## src/core/reset_pin_debug_mux_regs.svh

```systemverilog
// Constants for the shared reset/debug pin selector
// How it works
// RULE1: Fuse 00 makes pin plain GPIO
// RULE2: Fuse 01 dedicates pin to one-wire port
// RULE3: Fuse 10 makes pin reset input
// RULE4: High-voltage pulse reopens one-wire port
// RULE5: One-wire port is half-duplex single pin
// RULE6: Debug needs enable fuse, lock clear
// RULE7: Debug drives pin open-drain with pull-up
// RULE8: Debug enable fuse overrides serial port
// RULE9: Debug self-disable frees pin, needs serial fuse
// RULE10: Power cycle ends debug self-disable
// RULE11: Programmed lock bits refuse debug link
// RULE12: Chip erase clearing locks re-enables debug
// RULE13: Limited state allows fuse, signature, erase
// RULE14: Reserved fuse code 11 acts as reset
`ifndef RESET_PIN_DEBUG_MUX_REGS_SVH
`define RESET_PIN_DEBUG_MUX_REGS_SVH
`define PIN_FUSE_GPIO    2'h0
`define PIN_FUSE_ONEWIRE 2'h1
`define PIN_FUSE_RESET   2'h2
`define PIN_FUSE_RSVD    2'h3
`define SER_OP_FUSE_READ 2'h1
`define SER_OP_SIG_READ  2'h2
`define SER_OP_ERASE     2'h3
`define SYNC_STAGES      2
`endif

```

## src/core/reset_pin_debug_mux_pkg.sv

```systemverilog
// Types for the shared reset/debug pin selector
package reset_pin_debug_mux_pkg;
    typedef enum logic [3:0] {
        PIN_GPIO    = 4'h1,
        PIN_ONEWIRE = 4'h2,
        PIN_RESET   = 4'h4,
        PIN_DEBUG   = 4'h8
    } pin_role_type;
endpackage

```

## src/core/pin_sync_if.sv

```systemverilog
// Carrier for raw and synchronised pin levels
`timescale 1ns/1ns
interface pin_sync_if;
    logic pin_raw;
    logic hv_raw;
    logic pin_sync;
    logic hv_sync;
    modport sync (input pin_raw, input hv_raw, output pin_sync, output hv_sync);
    modport user (output pin_raw, output hv_raw, input pin_sync, input hv_sync);
endinterface

```

## src/core/pin_synchroniser.sv

```systemverilog
// Two-stage synchroniser for the pad level and high-voltage detector
`timescale 1ns/1ns
module pin_synchroniser (
    input  wire logic i_clk,
    input  wire logic i_rst_b,
    pin_sync_if.sync  bus
);
    logic [1:0] pin_stage;
    logic [1:0] hv_stage;

    // Pad idles high through the pull-up, so reset to one
    always_ff @(posedge i_clk or negedge i_rst_b) begin
        if (!i_rst_b) begin
            pin_stage <= 2'h3;
            hv_stage  <= 2'h0;
        end else begin
            pin_stage <= {pin_stage[0], bus.pin_raw};
            hv_stage  <= {hv_stage[0], bus.hv_raw};
        end
    end

    assign bus.pin_sync = pin_stage[1];
    assign bus.hv_sync  = hv_stage[1];
endmodule // pin_synchroniser

```

## src/core/reset_pin_debug_mux.sv

```systemverilog
// Fuse-driven function selector for the shared reset/programming pin
`timescale 1ns/1ns
`include "reset_pin_debug_mux_regs.svh"
module reset_pin_debug_mux (
    input  wire logic       i_clk,
    input  wire logic       i_rst_b,
    input  wire logic       i_por_done,
    input  wire logic [1:0] i_reset_pin_function_fuse,
    input  wire logic       i_single_pin_debug_enable_fuse,
    input  wire logic       i_serial_program_enable_fuse,
    input  wire logic       i_lock_bits_programmed,
    input  wire logic       i_chip_erase_done,
    input  wire logic       i_pin_in,
    input  wire logic       i_hv_detect,
    input  wire logic       i_gpio_out,
    input  wire logic       i_gpio_oe,
    input  wire logic       i_debug_drive_low,
    input  wire logic       i_debug_self_disable,
    input  wire logic       i_one_wire_tx_low,
    input  wire logic       i_serial_op_valid,
    input  wire logic [1:0] i_serial_op,
    output logic            o_pin_out,
    output logic            o_pin_oe,
    output logic            o_pin_pullup,
    output logic            o_gpio_in,
    output logic            o_ext_reset_b,
    output logic            o_one_wire_program_port_en,
    output logic            o_one_wire_rx,
    output logic            o_single_pin_debug_link_en,
    output logic            o_debug_rx,
    output logic            o_serial_port_en,
    output logic            o_serial_op_accept,
    output logic            o_serial_op_reject
);
    pin_sync_if sync_bus ();

    logic       fuse_captured;
    logic [1:0] pin_fuse;
    logic       dbg_fuse;
    logic       ser_fuse;
    logic       onewire_unlocked;
    logic       self_disabled;
    logic       hv_prev;
    logic       link_active;
    logic       limited;
    logic       op_allowed;
    reset_pin_debug_mux_pkg::pin_role_type role;

    // Role test shared by the one-wire enable, reset and receive paths
    function automatic logic role_is(input reset_pin_debug_mux_pkg::pin_role_type now_role,
                                     input reset_pin_debug_mux_pkg::pin_role_type want_role);
        return now_role == want_role;
    endfunction

    // Operations still served while the debug fuse keeps the serial port limited
    function automatic logic limited_op_ok(input logic [1:0] code);
        return (code == `SER_OP_FUSE_READ) || (code == `SER_OP_SIG_READ)
               || (code == `SER_OP_ERASE);
    endfunction

    // Raw pad and detector levels enter the two-flop synchroniser
    assign sync_bus.pin_raw = i_pin_in;
    assign sync_bus.hv_raw  = i_hv_detect;

    pin_synchroniser u_sync (
        .i_clk   (i_clk),
        .i_rst_b (i_rst_b),
        .bus     (sync_bus)
    );

    // Fuses caught once after power-up; reset may only load constants
    // Fuse values stay put until the next power cycle, so no resync is needed
    always_ff @(posedge i_clk or negedge i_rst_b) begin
        if (!i_rst_b) begin
            fuse_captured <= 1'h0;
            pin_fuse      <= `PIN_FUSE_RESET;
            dbg_fuse      <= 1'h0;
            ser_fuse      <= 1'h0;
        end else if (i_por_done && !fuse_captured) begin
            fuse_captured <= 1'h1;
            pin_fuse      <= i_reset_pin_function_fuse;
            dbg_fuse      <= i_single_pin_debug_enable_fuse;
            ser_fuse      <= i_serial_program_enable_fuse;
        end
    end

    // Rising edge of the high-voltage detector reopens the one-wire port
    // Detector pulse may be long; only its first edge counts
    always_ff @(posedge i_clk or negedge i_rst_b) begin
        if (!i_rst_b) begin
            hv_prev          <= 1'h0;
            onewire_unlocked <= 1'h0;
        end else begin
            hv_prev <= sync_bus.hv_sync;
            if (sync_bus.hv_sync && !hv_prev && fuse_captured) begin
                onewire_unlocked <= 1'h1; // RULE4
            end
        end
    end

    // Self-disable held until the next power cycle clears it
    // Limitation: only a power-on reset lets the link take the pin back
    always_ff @(posedge i_clk or negedge i_rst_b) begin
        if (!i_rst_b) begin
            self_disabled <= 1'h0; // RULE10
        end else if (link_active && i_debug_self_disable) begin
            self_disabled <= 1'h1; // RULE9
        end
    end

    // Debug live only with fuse set, lock clear; lock is read live so an erase re-enables it
    assign link_active = fuse_captured && dbg_fuse && !i_lock_bits_programmed
                         && !self_disabled; // RULE6 RULE11 RULE12

    // Pin role selection, debug link overriding the fuse field
    // Reserved code falls to the reset input so a bad fuse never strands the pin
    always_comb begin
        if (link_active) begin
            role = reset_pin_debug_mux_pkg::PIN_DEBUG; // RULE8
        end else if (onewire_unlocked) begin
            role = reset_pin_debug_mux_pkg::PIN_ONEWIRE; // RULE4
        end else begin
            unique case (pin_fuse)
                `PIN_FUSE_GPIO:    role = reset_pin_debug_mux_pkg::PIN_GPIO; // RULE1
                `PIN_FUSE_ONEWIRE: role = reset_pin_debug_mux_pkg::PIN_ONEWIRE; // RULE2
                `PIN_FUSE_RESET:   role = reset_pin_debug_mux_pkg::PIN_RESET; // RULE3
                default:           role = reset_pin_debug_mux_pkg::PIN_RESET; // RULE14
            endcase
        end
    end

    // Pad drive: open-drain for both single-pin links, so only zeros are driven
    // Pull-up stays on outside GPIO so an idle link or reset pin reads high
    always_ff @(posedge i_clk or negedge i_rst_b) begin
        if (!i_rst_b) begin
            o_pin_out    <= 1'h0;
            o_pin_oe     <= 1'h0;
            o_pin_pullup <= 1'h1;
        end else begin
            unique case (role)
                reset_pin_debug_mux_pkg::PIN_GPIO: begin
                    o_pin_out    <= i_gpio_out; // RULE1
                    o_pin_oe     <= i_gpio_oe;
                    o_pin_pullup <= 1'h0;
                end
                reset_pin_debug_mux_pkg::PIN_ONEWIRE: begin
                    o_pin_out    <= 1'h0; // RULE5
                    o_pin_oe     <= i_one_wire_tx_low;
                    o_pin_pullup <= 1'h1;
                end
                reset_pin_debug_mux_pkg::PIN_RESET: begin
                    o_pin_out    <= 1'h0;
                    o_pin_oe     <= 1'h0;
                    o_pin_pullup <= 1'h1;
                end
                reset_pin_debug_mux_pkg::PIN_DEBUG: begin
                    o_pin_out    <= 1'h0; // RULE7
                    o_pin_oe     <= i_debug_drive_low;
                    o_pin_pullup <= 1'h1;
                end
            endcase
        end
    end

    // Role enables, registered so each output is a clean level
    always_ff @(posedge i_clk or negedge i_rst_b) begin
        if (!i_rst_b) begin
            o_one_wire_program_port_en <= 1'h0;
            o_single_pin_debug_link_en <= 1'h0;
            o_serial_port_en           <= 1'h0;
        end else begin
            o_one_wire_program_port_en <= role_is(role, reset_pin_debug_mux_pkg::PIN_ONEWIRE);
            o_single_pin_debug_link_en <= link_active; // RULE7
            // Serial port usable only with its fuse and the debug link off
            o_serial_port_en <= fuse_captured && ser_fuse && !link_active; // RULE8 RULE9
        end
    end

    // Received pad level fed to the GPIO input always, to the other functions only while they own the pin
    always_ff @(posedge i_clk or negedge i_rst_b) begin
        if (!i_rst_b) begin
            o_gpio_in     <= 1'h1;
            o_ext_reset_b <= 1'h1;
            o_one_wire_rx <= 1'h1;
            o_debug_rx    <= 1'h1;
        end else begin
            o_gpio_in     <= sync_bus.pin_sync;
            // Only the reset role forwards a reset; the others never hold the core
            o_ext_reset_b <= role_is(role, reset_pin_debug_mux_pkg::PIN_RESET)
                             ? sync_bus.pin_sync : 1'h1; // RULE3 RULE2
            o_one_wire_rx <= role_is(role, reset_pin_debug_mux_pkg::PIN_ONEWIRE)
                             ? sync_bus.pin_sync : 1'h1; // RULE5
            o_debug_rx    <= link_active ? sync_bus.pin_sync : 1'h1;
        end
    end

    // Limited state: debug fuse set but link not in control of the pin
    // Port enable is registered, so a verdict sees the port state one cycle old
    assign limited    = dbg_fuse && !link_active;
    assign op_allowed = limited_op_ok(i_serial_op);

    // One-cycle verdict per serial operation request
    // Exactly one of the two pulses answers each valid request
    // Refused when the port is off, or limited and the code is not served
    always_ff @(posedge i_clk or negedge i_rst_b) begin
        if (!i_rst_b) begin
            o_serial_op_accept <= 1'h0;
            o_serial_op_reject <= 1'h0;
        end else begin
            o_serial_op_accept <= i_serial_op_valid && o_serial_port_en
                                  && (!limited || op_allowed); // RULE13
            o_serial_op_reject <= i_serial_op_valid
                                  && (!o_serial_port_en || (limited && !op_allowed)); // RULE13
        end
    end

    // Chip erase is noted only through the live lock input
    logic unused_erase;
    assign unused_erase = i_chip_erase_done;
endmodule // reset_pin_debug_mux

```

## config.mk

```make
export PLATFORM = sky130hd
export DESIGN_NAME = reset_pin_debug_mux
export DESIGN_NICKNAME = d
export VERILOG_FILES = /design/src/core/reset_pin_debug_mux_pkg.sv /design/src/core/pin_sync_if.sv /design/src/core/pin_synchroniser.sv /design/src/core/reset_pin_debug_mux.sv
export VERILOG_INCLUDE_DIRS = /design/src /design/src/core
export SDC_FILE = /design/constraint.sdc
export NUM_CORES = 1
export LEC_CHECK = 0
export BUFFER_PORTS_ARGS = -buffer_cell sky130_fd_sc_hd__buf_2
export CAP_MARGIN = 20
export CORE_UTILIZATION = 41
export CTS_CLUSTER_SIZE = 16
export DETAILED_ROUTE_END_ITERATION = 7
export PLACE_DENSITY = 0.68
export SLEW_MARGIN = 25
export SYNTH_ARGS = -nofsm -noshare
export SYNTH_HDL_FRONTEND = slang
export SYNTH_SLANG_ARGS = --single-unit
export TNS_END_PERCENT = 30
```

## constraint.sdc

```tcl
create_clock -name i_clk -period 1 [get_ports i_clk]
set_input_delay 0.1 -clock i_clk [delete_from_list [all_inputs] [get_ports i_clk]]
set_output_delay 0.1 -clock i_clk [all_outputs]
set_load 0.005 [all_outputs]
```

# Word-level counts from Yosys, hierarchy flattened
# Cells that the tools add are included.
dict set report op_classes {
  n_addsub 0
  mul 0
  div_mod_pow 0
  order_cmp 0
  eq_ne 8
  n_shift 0
  n_mux 9
  n_bitwise 0
  reduce_logical 28
}
# op count
set ops {}
lappend ops {{logical AND 1 bit} 14}
lappend ops {{logical NOT 1 bit} 8}
lappend ops {{case mux 3 bit (2 select lines)} 1}
lappend ops {{== test 2 x 1 -> 1 bit (second input constant)} 2}
lappend ops {{== test 2 bit (second input constant)} 2}
lappend ops {{== test 4 x 1 -> 1 bit (second input constant)} 1}
lappend ops {{== test 4 x 2 -> 1 bit (second input constant)} 1}
lappend ops {{== test 4 x 3 -> 1 bit (second input constant)} 1}
lappend ops {{== test 4 bit (second input constant)} 1}
lappend ops {{logical OR 1 bit} 4}
lappend ops {{two-way mux 4 bit} 1}
lappend ops {{case mux 1 bit (2 select lines)} 2}
lappend ops {{case mux 1 bit (4 select lines)} 1}
lappend ops {{two-way mux 1 bit} 3}
lappend ops {{two-way mux 3 bit} 1}
lappend ops {{OR reduction 3 bit} 1}
lappend ops {{logical NOT 2 bit} 1}
dict set report totals {
  register_bits 24
  latchBits 0
  ram_bits 0
  mem_bits_ro 0
  inputBits 19
  output_inout_bits 12
  word_cells 66
  mem_count 0
}

# Longest topological paths before layout
# Gate-level depths: netlist of run 1.
dict set report depth {
  depth_word 8
  depth_mapped 4
  depth_no_buf 4
}

# Hierarchy
# From an unflattened synthesis of run 1, not the netlist that was laid out.
dict set report unflattened {
  hier_cells 60
  hier_area_um2 833.3
}
# mod instances cells_each area_each_um2 seq_area_each_um2
set by_module_without_submodules {}
lappend by_module_without_submodules {reset_pin_debug_mux 1 56 730.7 508.0}
lappend by_module_without_submodules {pin_synchroniser 1 4 102.6 102.6}

# Worst setup path after synthesis of run 1
# No wires, ideal clock.
dict set report synth_timing {
  kind {reg2reg}
  startpoint {reg pin_fuse[1]}
  endpoint {reg o_ext_reset_b}
  setup_ps 94
  t_arrival_ps 1008
  required_time_ps 906
  slack_ps -102
  stages_incl_launch_ff 3
  path_buffers 0
  period_less_slack_ps 1102
  cell_sequence {dfstp_2 -> inv_1 -> or4_4}
}
dict set report synth_via {
  elab_chain_cells 6
  word_cells_on_any_way 7
  cone_classes {eq/ne: 2; mux: 4; reduce/logical: 1}
}
# element line_no
set synth_lines {}
lappend synth_lines {{start: declaration} reset_pin_debug_mux.sv:38} ;# logic [1:0] pin_fuse;
lappend synth_lines {{start signal: assignment} reset_pin_debug_mux.sv:76} ;# pin_fuse <= `PIN_FUSE_RESET;
lappend synth_lines {{start signal: assignment} reset_pin_debug_mux.sv:81} ;# pin_fuse <= i_reset_pin_function_fuse;
lappend synth_lines {{== test 2 x 1 -> 1 bit / logical NOT 2 bit (equally long branches)} reset_pin_debug_mux.sv:123} ;# unique case (pin_fuse)
lappend synth_lines {{case mux 3 bit (2 select lines) *} reset_pin_debug_mux.sv:123}
lappend synth_lines {{two-way mux 3 bit *} reset_pin_debug_mux.sv:120} ;# end else if (onewire_unlocked) begin
lappend synth_lines {{two-way mux 4 bit *} reset_pin_debug_mux.sv:118} ;# if (link_active) begin
lappend synth_lines {{== test 4 x 3 -> 1 bit *} reset_pin_debug_mux.sv:52} ;# return now_role == want_role;
lappend synth_lines {{two-way mux 1 bit *} reset_pin_debug_mux.sv:190} ;# ? sync_bus.pin_sync : 1'h1;
lappend synth_lines {{end signal: assignment} reset_pin_debug_mux.sv:189} ;# o_ext_reset_b <= role_is(role, reset_pin_debug_mux_pkg::PIN_RESET)
lappend synth_lines {{end: declaration} reset_pin_debug_mux.sv:26} ;# output logic o_ext_reset_b,
# Every way passes the cells marked *; elsewhere a longest branch is shown, timed or not.
# A chain may end at the register's enable or synchronous reset.

# Final worst setup path of run 1
# Same ends and word-level chain as after synthesis.

==> reports/metrics.json, run 1 <==
{
  "critical_path.endpoint": {"value": "o_ext_reset_b"},
  "yosys_warnings": {"value": 0},
  "num_antenna_cells": {"value": 0},
  "finalClockSkew": {"value": 5.40, "unit": "ps"},
  "grt_max_degree": {"value": 25},
  "1st_pass_router_iterations": {"value": 4},
  "critPathRequiredTime": {"value": 1230, "unit": "ps"},
  "reg_top3": {"value": "pin_fuse x2, u_sync.hv_stage x2, u_sync.pin_stage x2"},
  "route.detailed.wl_per_inst": {"value": 11.6, "unit": "um"},
  "r2r_start": {"value": "pin_fuse[1]"},
  "detail_route.vias_per_cell": {"value": 4.40},
  "grt.total_usage": {"value": 16.9, "unit": "%"},
  "gp_congestion": {"value": 0.728},
  "initial_antenna_violation_count": {"value": 0},
  "num_vias": {"value": 607},
  "share_of_the_yosys_chip_area_belonging_to_registers": {"value": 73.2, "unit": "%"},
  "crit_chain": {"value": "inv_2 -> or4_4"},
  "final_layout_size_suffix_gt1_share": {"value": 61.9, "unit": "%"},
  "power.density": {"value": 1580, "unit": "mW/mm^2"},
  "grt_util_met3": {"value": 3.85, "unit": "%"},
  "place_worst_setup_slack": {"value": -143, "unit": "ps"},
  "synth_enable_flop_cells": {"value": 0},
  "core_area": {"value": 0.00182, "unit": "sq mm"},
  "multi_input_comb_area": {"value": 236, "unit": "sq um"},
  "layout_worst_path_cycle_share": {"value": 115, "unit": "%"},
  "path_delay_family": {"value": "flip-flops"},
  "worstSetupStartpoint": {"value": "pin_fuse[1]"},
  "post_synth_inst_count": {"value": 57},
  "finalMaxSlewViolations": {"value": 0},
  "areaGrowthSynthToFinish": {"value": 57.4, "unit": "%"},
  "peakVddDrop": {"value": 0.000989, "unit": "V"},
  "drcViolationCount": {"value": 0},
  "leakage": {"value": 0.633, "unit": "nW"},
  "hold_path.class": {"value": "input port to flip-flop"},
  "timing.critical_path.from_type": {"value": "flip-flop"},
  "nFillCells": {"value": 139},
  "synth.avg_cell_area": {"value": 14.6, "unit": "sq um"},
  "syn-cell-area": {"value": 835, "unit": "sq um"},
  "critical_path_class": {"value": "flip-flop to flip-flop"},
  "num-nets-final": {"value": 133},
  "yosys_most_used_dff": {"value": "sky130_fd_sc_hd__dfrtp_1"},
  "status": {"value": "finished with violations"},
  "globalRouteOverflowTotal": {"value": 0},
  "clk_root_buf": {"value": "sky130_fd_sc_hd__clkbuf_4"},
  "tritoncts": {"value": "yes"},
  "starting_utilization_of_the_core_area": {"value": 45.8, "unit": "%"},
  "setup.worst_path.end_class": {"value": "flip-flop"},
  "cts-buffers-inserted": {"value": 3},
  "timing.final.ws_setup": {"value": -149, "unit": "ps"},
  "die_footprint": {"value": 0.00222, "unit": "sq mm"},
  "clock_sinks": {"value": 24},
  "grt-busiest-layer": {"value": "met2"},
  "cp_slowest_stage_delay": {"value": 570, "unit": "ps"},
  "detail-route-antenna-nets": {"value": 0},
  "critPathArrivalTime": {"value": 1380, "unit": "ps"},
  "placement.io_buffers": {"value": 29},
  "chipWidth": {"value": 47.1, "unit": "um"},
  "synth_fp_nets": {"value": 76},
  "insertion_delay": {"value": 300, "unit": "ps"},
  "num_io_pins": {"value": 31},
  "gr_util_met2": {"value": 30.3, "unit": "%"},
  "final_period_minus_worst_setup_slack": {"value": 1150, "unit": "ps"},
  "timing_hold_violations_final": {"value": 0},
  "critical_path.max_fanout": {"value": 2},
  "synth_seq_cells": {"value": 24},
  "drt_iter0_markers": {"value": 3},
  "setup.reg_to_reg.worst_slack": {"value": -150, "unit": "ps"},
  "placementRows": {"value": 15},
  "final_core_utilization": {"value": 72.2, "unit": "%"},
  "timing_worst_slew_pin_value": {"value": 513, "unit": "ps"},
  "critPathSlowestCell": {"value": "sky130_fd_sc_hd__dfstp_2"},
  "finalSetupViolations": {"value": 18},
  "sequential_cell_area": {"value": 612, "unit": "sq um"},
  "critical_path.reg2reg.endpoint": {"value": "o_ext_reset_b"},
  "yosys.cell_types.count": {"value": 22},
  "critical_path_buf_inv_count": {"value": 1},
  "rsz0062_at_grt": {"value": "true"},
  "rel_slew_slack": {"value": 65.8, "unit": "%"},
  "path_depth": {"value": 2},
  "violations_in_the_final_reports": {"value": "negative setup slack"},
  "drv_cap": {"value": 0},
  "grt_first_pass_wirelength": {"value": 2.50, "unit": "mm"},
  "first_global_vias": {"value": 623},
  "path_depth_of_the_worst_reg2reg_path": {"value": 2},
  "cts-htree-levels": {"value": 1},
  "clock_path_buffers": {"value": 2},
  "grt.met1_usage": {"value": 17.6, "unit": "%"},
  "proportion_of_register_bits_with_asynchronous_set_or_reset_after_synthesis": {"value": 100, "unit": "%"},
  "path_clk_slew": {"value": 130, "unit": "ps"},
  "routed_wl": {"value": 1.60, "unit": "mm"},
  "clock.fmax": {"value": 870, "unit": "MHz"},
  "die_height": {"value": 47.1, "unit": "um"},
  "detailed_placement_hpwl": {"value": 1.03, "unit": "mm"}
}
[layer usage]
| layer | wire length, um | share of wire (%) | vias up |
|---|---|---|---|
| met2 | 865 | 54 | 21 |
| met1 | 647 | 41 | 286 |
| met5 | 0 | 0 | - |
| met3 | 64 | 4.0 | 2 |
| met4 | 21 | 1.3 | 0 |
| li1 | - | - | 298 |
[worst register-to-register path: stages (launching register included)]
cell	delay (ps)
sky130_fd_sc_hd__dfstp_2	570
sky130_fd_sc_hd__inv_2	40
sky130_fd_sc_hd__or4_4	470
[timing repair]
action                                  CTS  global route
gates cloned                              0             0
hold buffers                              8             1
hold endpoints to repair                 24             1
endpoints found under the setup margin   18            20
gates resized for setup                  10             5
setup buffers                             3             0
pin swaps                                 2             0
[layout by cell type, fill, tap and decap left out, types with 2 or more instances in the layout]
master | netlist | layout
sky130_fd_sc_hd__buf_2 | 0 | 27
sky130_fd_sc_hd__dfrtp_1 | 16 | 15
sky130_fd_sc_hd__buf_4 | 0 | 12
sky130_fd_sc_hd__dlygate4sd3_1 | 0 | 9
sky130_fd_sc_hd__dfstp_2 | 8 | 8
sky130_fd_sc_hd__buf_6 | 0 | 4
sky130_fd_sc_hd__nor2_1 | 4 | 3
sky130_fd_sc_hd__inv_1 | 4 | 3
sky130_fd_sc_hd__nand2_1 | 3 | 3
sky130_fd_sc_hd__clkbuf_4 | 0 | 3
sky130_fd_sc_hd__nor2b_4 | 0 | 2
sky130_fd_sc_hd__and3_1 | 2 | 2
sky130_fd_sc_hd__o21ai_1 | 0 | 2
[kinds of logic after synthesis]
logic type,synth area share (%)
buffers and inverters,2.55
multiplexers,2.70
AND/OR/NAND/NOR,14.7
flip-flops,73.2
AO/OA/AOI/OAI,6.90
[cell usage after synthesis (2+ instances only)]
cell type	instances	area share (%)
sky130_fd_sc_hd__a21oi_1	2	1.2
sky130_fd_sc_hd__nand2_1	3	1.3
sky130_fd_sc_hd__dfrtp_1	16	48
sky130_fd_sc_hd__inv_1	4	1.8
sky130_fd_sc_hd__and3_1	2	1.5
sky130_fd_sc_hd__nor2_1	4	1.8
sky130_fd_sc_hd__o21ai_0	3	1.8
sky130_fd_sc_hd__dfstp_2	8	25
sky130_fd_sc_hd__mux2_2	2	2.7
[power by group]
group	switching [mW]	internal (mW)	leakage [nW]
combinational	0.114	0.182	0.335
clock	0.268	0.405	0.0279
sequential	0.0414	1.06	0.270
[worst min-delay path by stage]
stage,start,endpoint,slack [ps],cells past startpoint
2_1_floorplan,i_rst_b,dbg_fuse,-200,0
3_3_place_gp,i_rst_b,self_disabled,100,1
6_report,i_gpio_out,o_pin_out,30,2
4_1_cts,i_reset_pin_function_fuse[0],pin_fuse[0],5,2
3_5_place_dp,i_rst_b,self_disabled,100,1
5_1_grt,i_gpio_out,o_pin_out,10,2
[final cells by class]
| class | instances | share of cell area [%] |
|---|---|---|
| inverters | 5 | 1.62 |
| clock buffers | 3 | 1.71 |
| multi-input cells | 28 | 18.0 |
| well taps | 25 | 2.38 |
| flip-flops and latches | 24 | 46.6 |
| repair buffers | 52 | 27.4 |
| clock inverters | 1 | 2.29 |
[metrics by stage]
stage / instances / hold slack, ps / cell area, sq um / setup TNS (ps) / power, mW
2_1_floorplan: 57 / -196 / 835 / -338 / 1.21
6_report: 138 / 27.2 / 1310 / -1050 / 2.07
5_1_grt: 138 / 14.5 / 1310 / -2000 / 2.17
4_1_cts: 137 / 5.01 / 1280 / -1130 / 2.09
3_5_place_dp: 122 / 99.5 / 1090 / -935 / 1.35
3_3_place_gp: 122 / 96.9 / 1090 / -703 / 1.34
Note: power is estimated with default switching activity, not from simulation.
==> run 2: changes to the inputs <==
Settings changed: SKIP_LAST_GASP from default to 1.
==> run 2 against run 1 <==
The run still ends with negative setup slack left. Largest power group unchanged. Routed wire length shrank 0.81%. Critical path type unchanged. Combinational power barely moved. First-iteration DRC count unchanged. Core utilization decreased by 0.21 points.
==> reports/metrics.json, run 2 (same netlist as run 1, synthesis figures left out) <==
{
  "violations_in_the_final_reports": {"value": "negative setup slack"},
  "critPathSlowestCell": {"value": "sky130_fd_sc_hd__dfrtp_2"},
  "critPathRequiredTime": {"value": 1230, "unit": "ps", "change": "about the same"},
  "clock_path_buffers": {"value": 2, "change": "unchanged"},
  "globalRouteOverflowTotal": {"value": 0, "change": "unchanged"},
  "met2RoutedLength": {"value": 826, "unit": "um", "change": "-4.5%"},
  "initial_antenna_violation_count": {"value": 0, "change": "unchanged"},
  "gp_congestion": {"value": 0.728, "change": "unchanged"},
  "nFillCells": {"value": 136, "change": "-2.2%"},
  "layout_worst_path_cycle_share": {"value": 113, "unit": "%", "change": "-1.5 points"},
  "route.detailed.wl_per_inst": {"value": 11.5, "unit": "um", "change": "-0.81%"},
  "final_period_minus_worst_setup_slack": {"value": 1130, "unit": "ps", "change": "-14.7 ps"},
  "grt_max_degree": {"value": 25, "change": "unchanged"},
  "clock.fmax": {"value": 882, "unit": "MHz", "change": "+1.3%"},
  "critical_path.max_fanout": {"value": 5, "change": "+3"},
  "setup.worst_path.end_class": {"value": "flip-flop"},
  "1st_pass_router_iterations": {"value": 2, "change": "-2"},
  "dr_top_layer": {"value": "met4"},
  "detailed_placement_hpwl": {"value": 1.03, "unit": "mm", "change": "unchanged"},
  "wl_met3": {"value": 64, "unit": "um", "change": "unchanged"},
  "core_area": {"value": 0.00182, "unit": "sq mm", "change": "unchanged"},
  "final_core_utilization": {"value": 72.0, "unit": "%", "change": "-0.21 points"},
  "most_frequent_standard_cell_in_the_layout_excluding_fill_and_tap_cells": {"value": "sky130_fd_sc_hd__buf_2"},
  "detail_route.vias_per_cell": {"value": 4.43, "change": "+0.82%"},
  "total_power": {"value": 2.07, "unit": "mW", "change": "about the same"},
  "finalSetupViolations": {"value": 18, "change": "unchanged"},
  "worst_hold_slack": {"value": 23.9, "unit": "ps", "change": "-3.29 ps"},
  "cts-htree-levels": {"value": 1, "change": "unchanged"},
  "insertion_delay": {"value": 300, "unit": "ps", "change": "about the same"},
  "rel_slew_slack": {"value": 65.8, "unit": "%", "change": "about the same"},
  "routed_wl": {"value": 1.58, "unit": "mm", "change": "-0.81%"},
  "detail_route.wirelength.met1": {"value": 671, "unit": "um", "change": "+3.7%"},
  "finish.cell_count_without_fillers": {"value": 138, "change": "unchanged"},
  "rsz0062_at_grt": {"value": "true"},
  "first_global_vias": {"value": 606, "change": "-2.7%"},
  "final_layout_size_suffix_gt1_share": {"value": 63.7, "unit": "%", "change": "+1.8 points"},
  "chipWidth": {"value": 47.1, "unit": "um", "change": "unchanged"},
  "hold_path.class": {"value": "input port to flip-flop"},
  "critical_path_class": {"value": "flip-flop to flip-flop"},
  "crit_chain": {"value": "nand4bb_4 -> inv_4 -> or4_4"},
  "finalMaxSlewViolations": {"value": 0, "change": "unchanged"},
  "power.density": {"value": 1580, "unit": "mW/mm^2", "change": "+0.25%"},
  "drt_iter0_markers": {"value": 3, "change": "unchanged"},
  "numPlacedInstances": {"value": 122, "change": "unchanged"},
  "critPathArrivalTime": {"value": 1370, "unit": "ps", "change": "about the same"},
  "drv_cap": {"value": 0, "change": "unchanged"},
  "leakage": {"value": 0.632, "unit": "nW", "change": "about the same"},
  "placement.io_buffers": {"value": 29, "change": "unchanged"},
  "path_clk_slew": {"value": 120, "unit": "ps", "change": "about the same"},
  "num_io_pins": {"value": 31, "change": "unchanged"},
  "cp_slowest_stage_delay": {"value": 480, "unit": "ps", "change": "-90 ps"},
  "clock_sinks": {"value": 24, "change": "unchanged"},
  "placementRows": {"value": 15, "change": "unchanged"},
  "grt.total_usage": {"value": 15.9, "unit": "%", "change": "-0.97 points"},
  "peakVddDrop": {"value": 0.000968, "unit": "V", "change": "-2.1%"},
  "die_footprint": {"value": 0.00222, "unit": "sq mm", "change": "unchanged"},
  "finalClockSkew": {"value": 4.83, "unit": "ps", "change": "-0.567 ps"},
  "starting_utilization_of_the_core_area": {"value": 45.8, "unit": "%", "change": "unchanged"},
  "num_antenna_cells": {"value": 0, "change": "unchanged"},
  "timing.critical_path.from_type": {"value": "flip-flop"},
  "cts-buffers-inserted": {"value": 3, "change": "unchanged"},
  "die_height": {"value": 47.1, "unit": "um", "change": "unchanged"},
  "reg_top3": {"value": "pin_fuse x2, u_sync.hv_stage x2, u_sync.pin_stage x2"},
  "timing_worst_slew_pin_value": {"value": 512, "unit": "ps", "change": "-0.294 ps"},
  "setup-tns-final": {"value": -1140, "unit": "ps", "change": "-97.5 ps"},
  "timing_hold_violations_final": {"value": 0, "change": "unchanged"},
  "place_worst_setup_slack": {"value": -143, "unit": "ps", "change": "unchanged"},
  "timing.final.ws_setup": {"value": -134, "unit": "ps", "change": "+14.6 ps"},
  "tritoncts": {"value": "yes"},
  "placed_cell_area": {"value": 0.00109, "unit": "sq mm", "change": "unchanged"},
  "grt_first_pass_wirelength": {"value": 2.38, "unit": "mm", "change": "-4.7%"},
  "clk_root_buf": {"value": "sky130_fd_sc_hd__clkbuf_4"},
  "layout.cells.most_common_list": {"value": "sky130_fd_sc_hd__buf_2 (29), sky130_fd_sc_hd__dfrtp_1 (15), sky130_fd_sc_hd__buf_4 (11)"},
  "drcViolationCount": {"value": 0, "change": "unchanged"},
  "areaGrowthSynthToFinish": {"value": 57.0, "unit": "%"},
  "detail-route-antenna-nets": {"value": 0, "change": "unchanged"},
  "num-nets-final": {"value": 133, "change": "unchanged"},
  "status": {"value": "finished with violations"},
  "num_vias": {"value": 612, "change": "+0.82%"},
  "layout.cell_area.non_filler": {"value": 0.00131, "unit": "sq mm", "change": "-0.29%"}
}
==> run 2: cell counts in the layout (fill, tap and decap cells not counted) <==
Identical to the previous run, type by type.
==> run 2: per-layer routing <==
layer | global-route usage [%] | vias up
met2 | 27.2 | 21
met1 | 17.3 | 291
met5 | 0 | -
met4 | 10.9 | 0
li1 | - | 298
met3 | 3.85 | 2
==> run 2: path summary, 6_finish.rpt <==
kind | startpoint | end | slack (ps) | cells past startpoint
worst max-delay path | fuse_captured | o_ext_reset_b | -130 | 3
max in group asynchronous | i_rst_b | fuse_captured | 350 | 2
min in group asynchronous | i_rst_b | ser_fuse | 290 | 2
worst min register to register | u_sync.hv_stage[0] | u_sync.hv_stage[1] | 370 | 0
worst min-delay path | i_gpio_out | o_pin_out | 20 | 2
worst max register to register | fuse_captured | o_ext_reset_b | -130 | 3
==> run 2: layout make-up <==
cell class                      instances  area (sq um)  area share, %
Inverter                                5          21.3           1.62
Sequential cell                        24           612           46.7
Timing Repair Buffer                   52           352           26.8
Clock buffer                            3          22.5           1.72
Multi-Input combinational cell         28           241           18.4
Tap cell                               25          31.3           2.39
Clock inverter                          1          30.0           2.29
==> run 2: critical path: cells and delay by family, from the launching register on <==
| family | cells | cell delay [ps] |
|---|---|---|
| DFF | 1 | 480 |
| buffers and inverters | 1 | 60 |
| and+or+nand+nor | 2 | 530 |
==> run 2: power by group <==
part	internal (mW)	switching [mW]	leakage, nW	total [mW]
logic	0.180	0.114	0.335	0.294
clock network	0.405	0.272	0.0279	0.676
registers	1.06	0.0395	0.270	1.10
total	1.65	0.425	0.632	2.07
==> run 2: timing repair <==
item | in CTS | in global routing
setup endpoints to repair | 18 | 20
hold buffers | 7 | 2
pin swaps | 1 | 2
endpoints found under the hold margin | 23 | 2
setup buffers | 3 | 0
gates resized for setup | 6 | 9
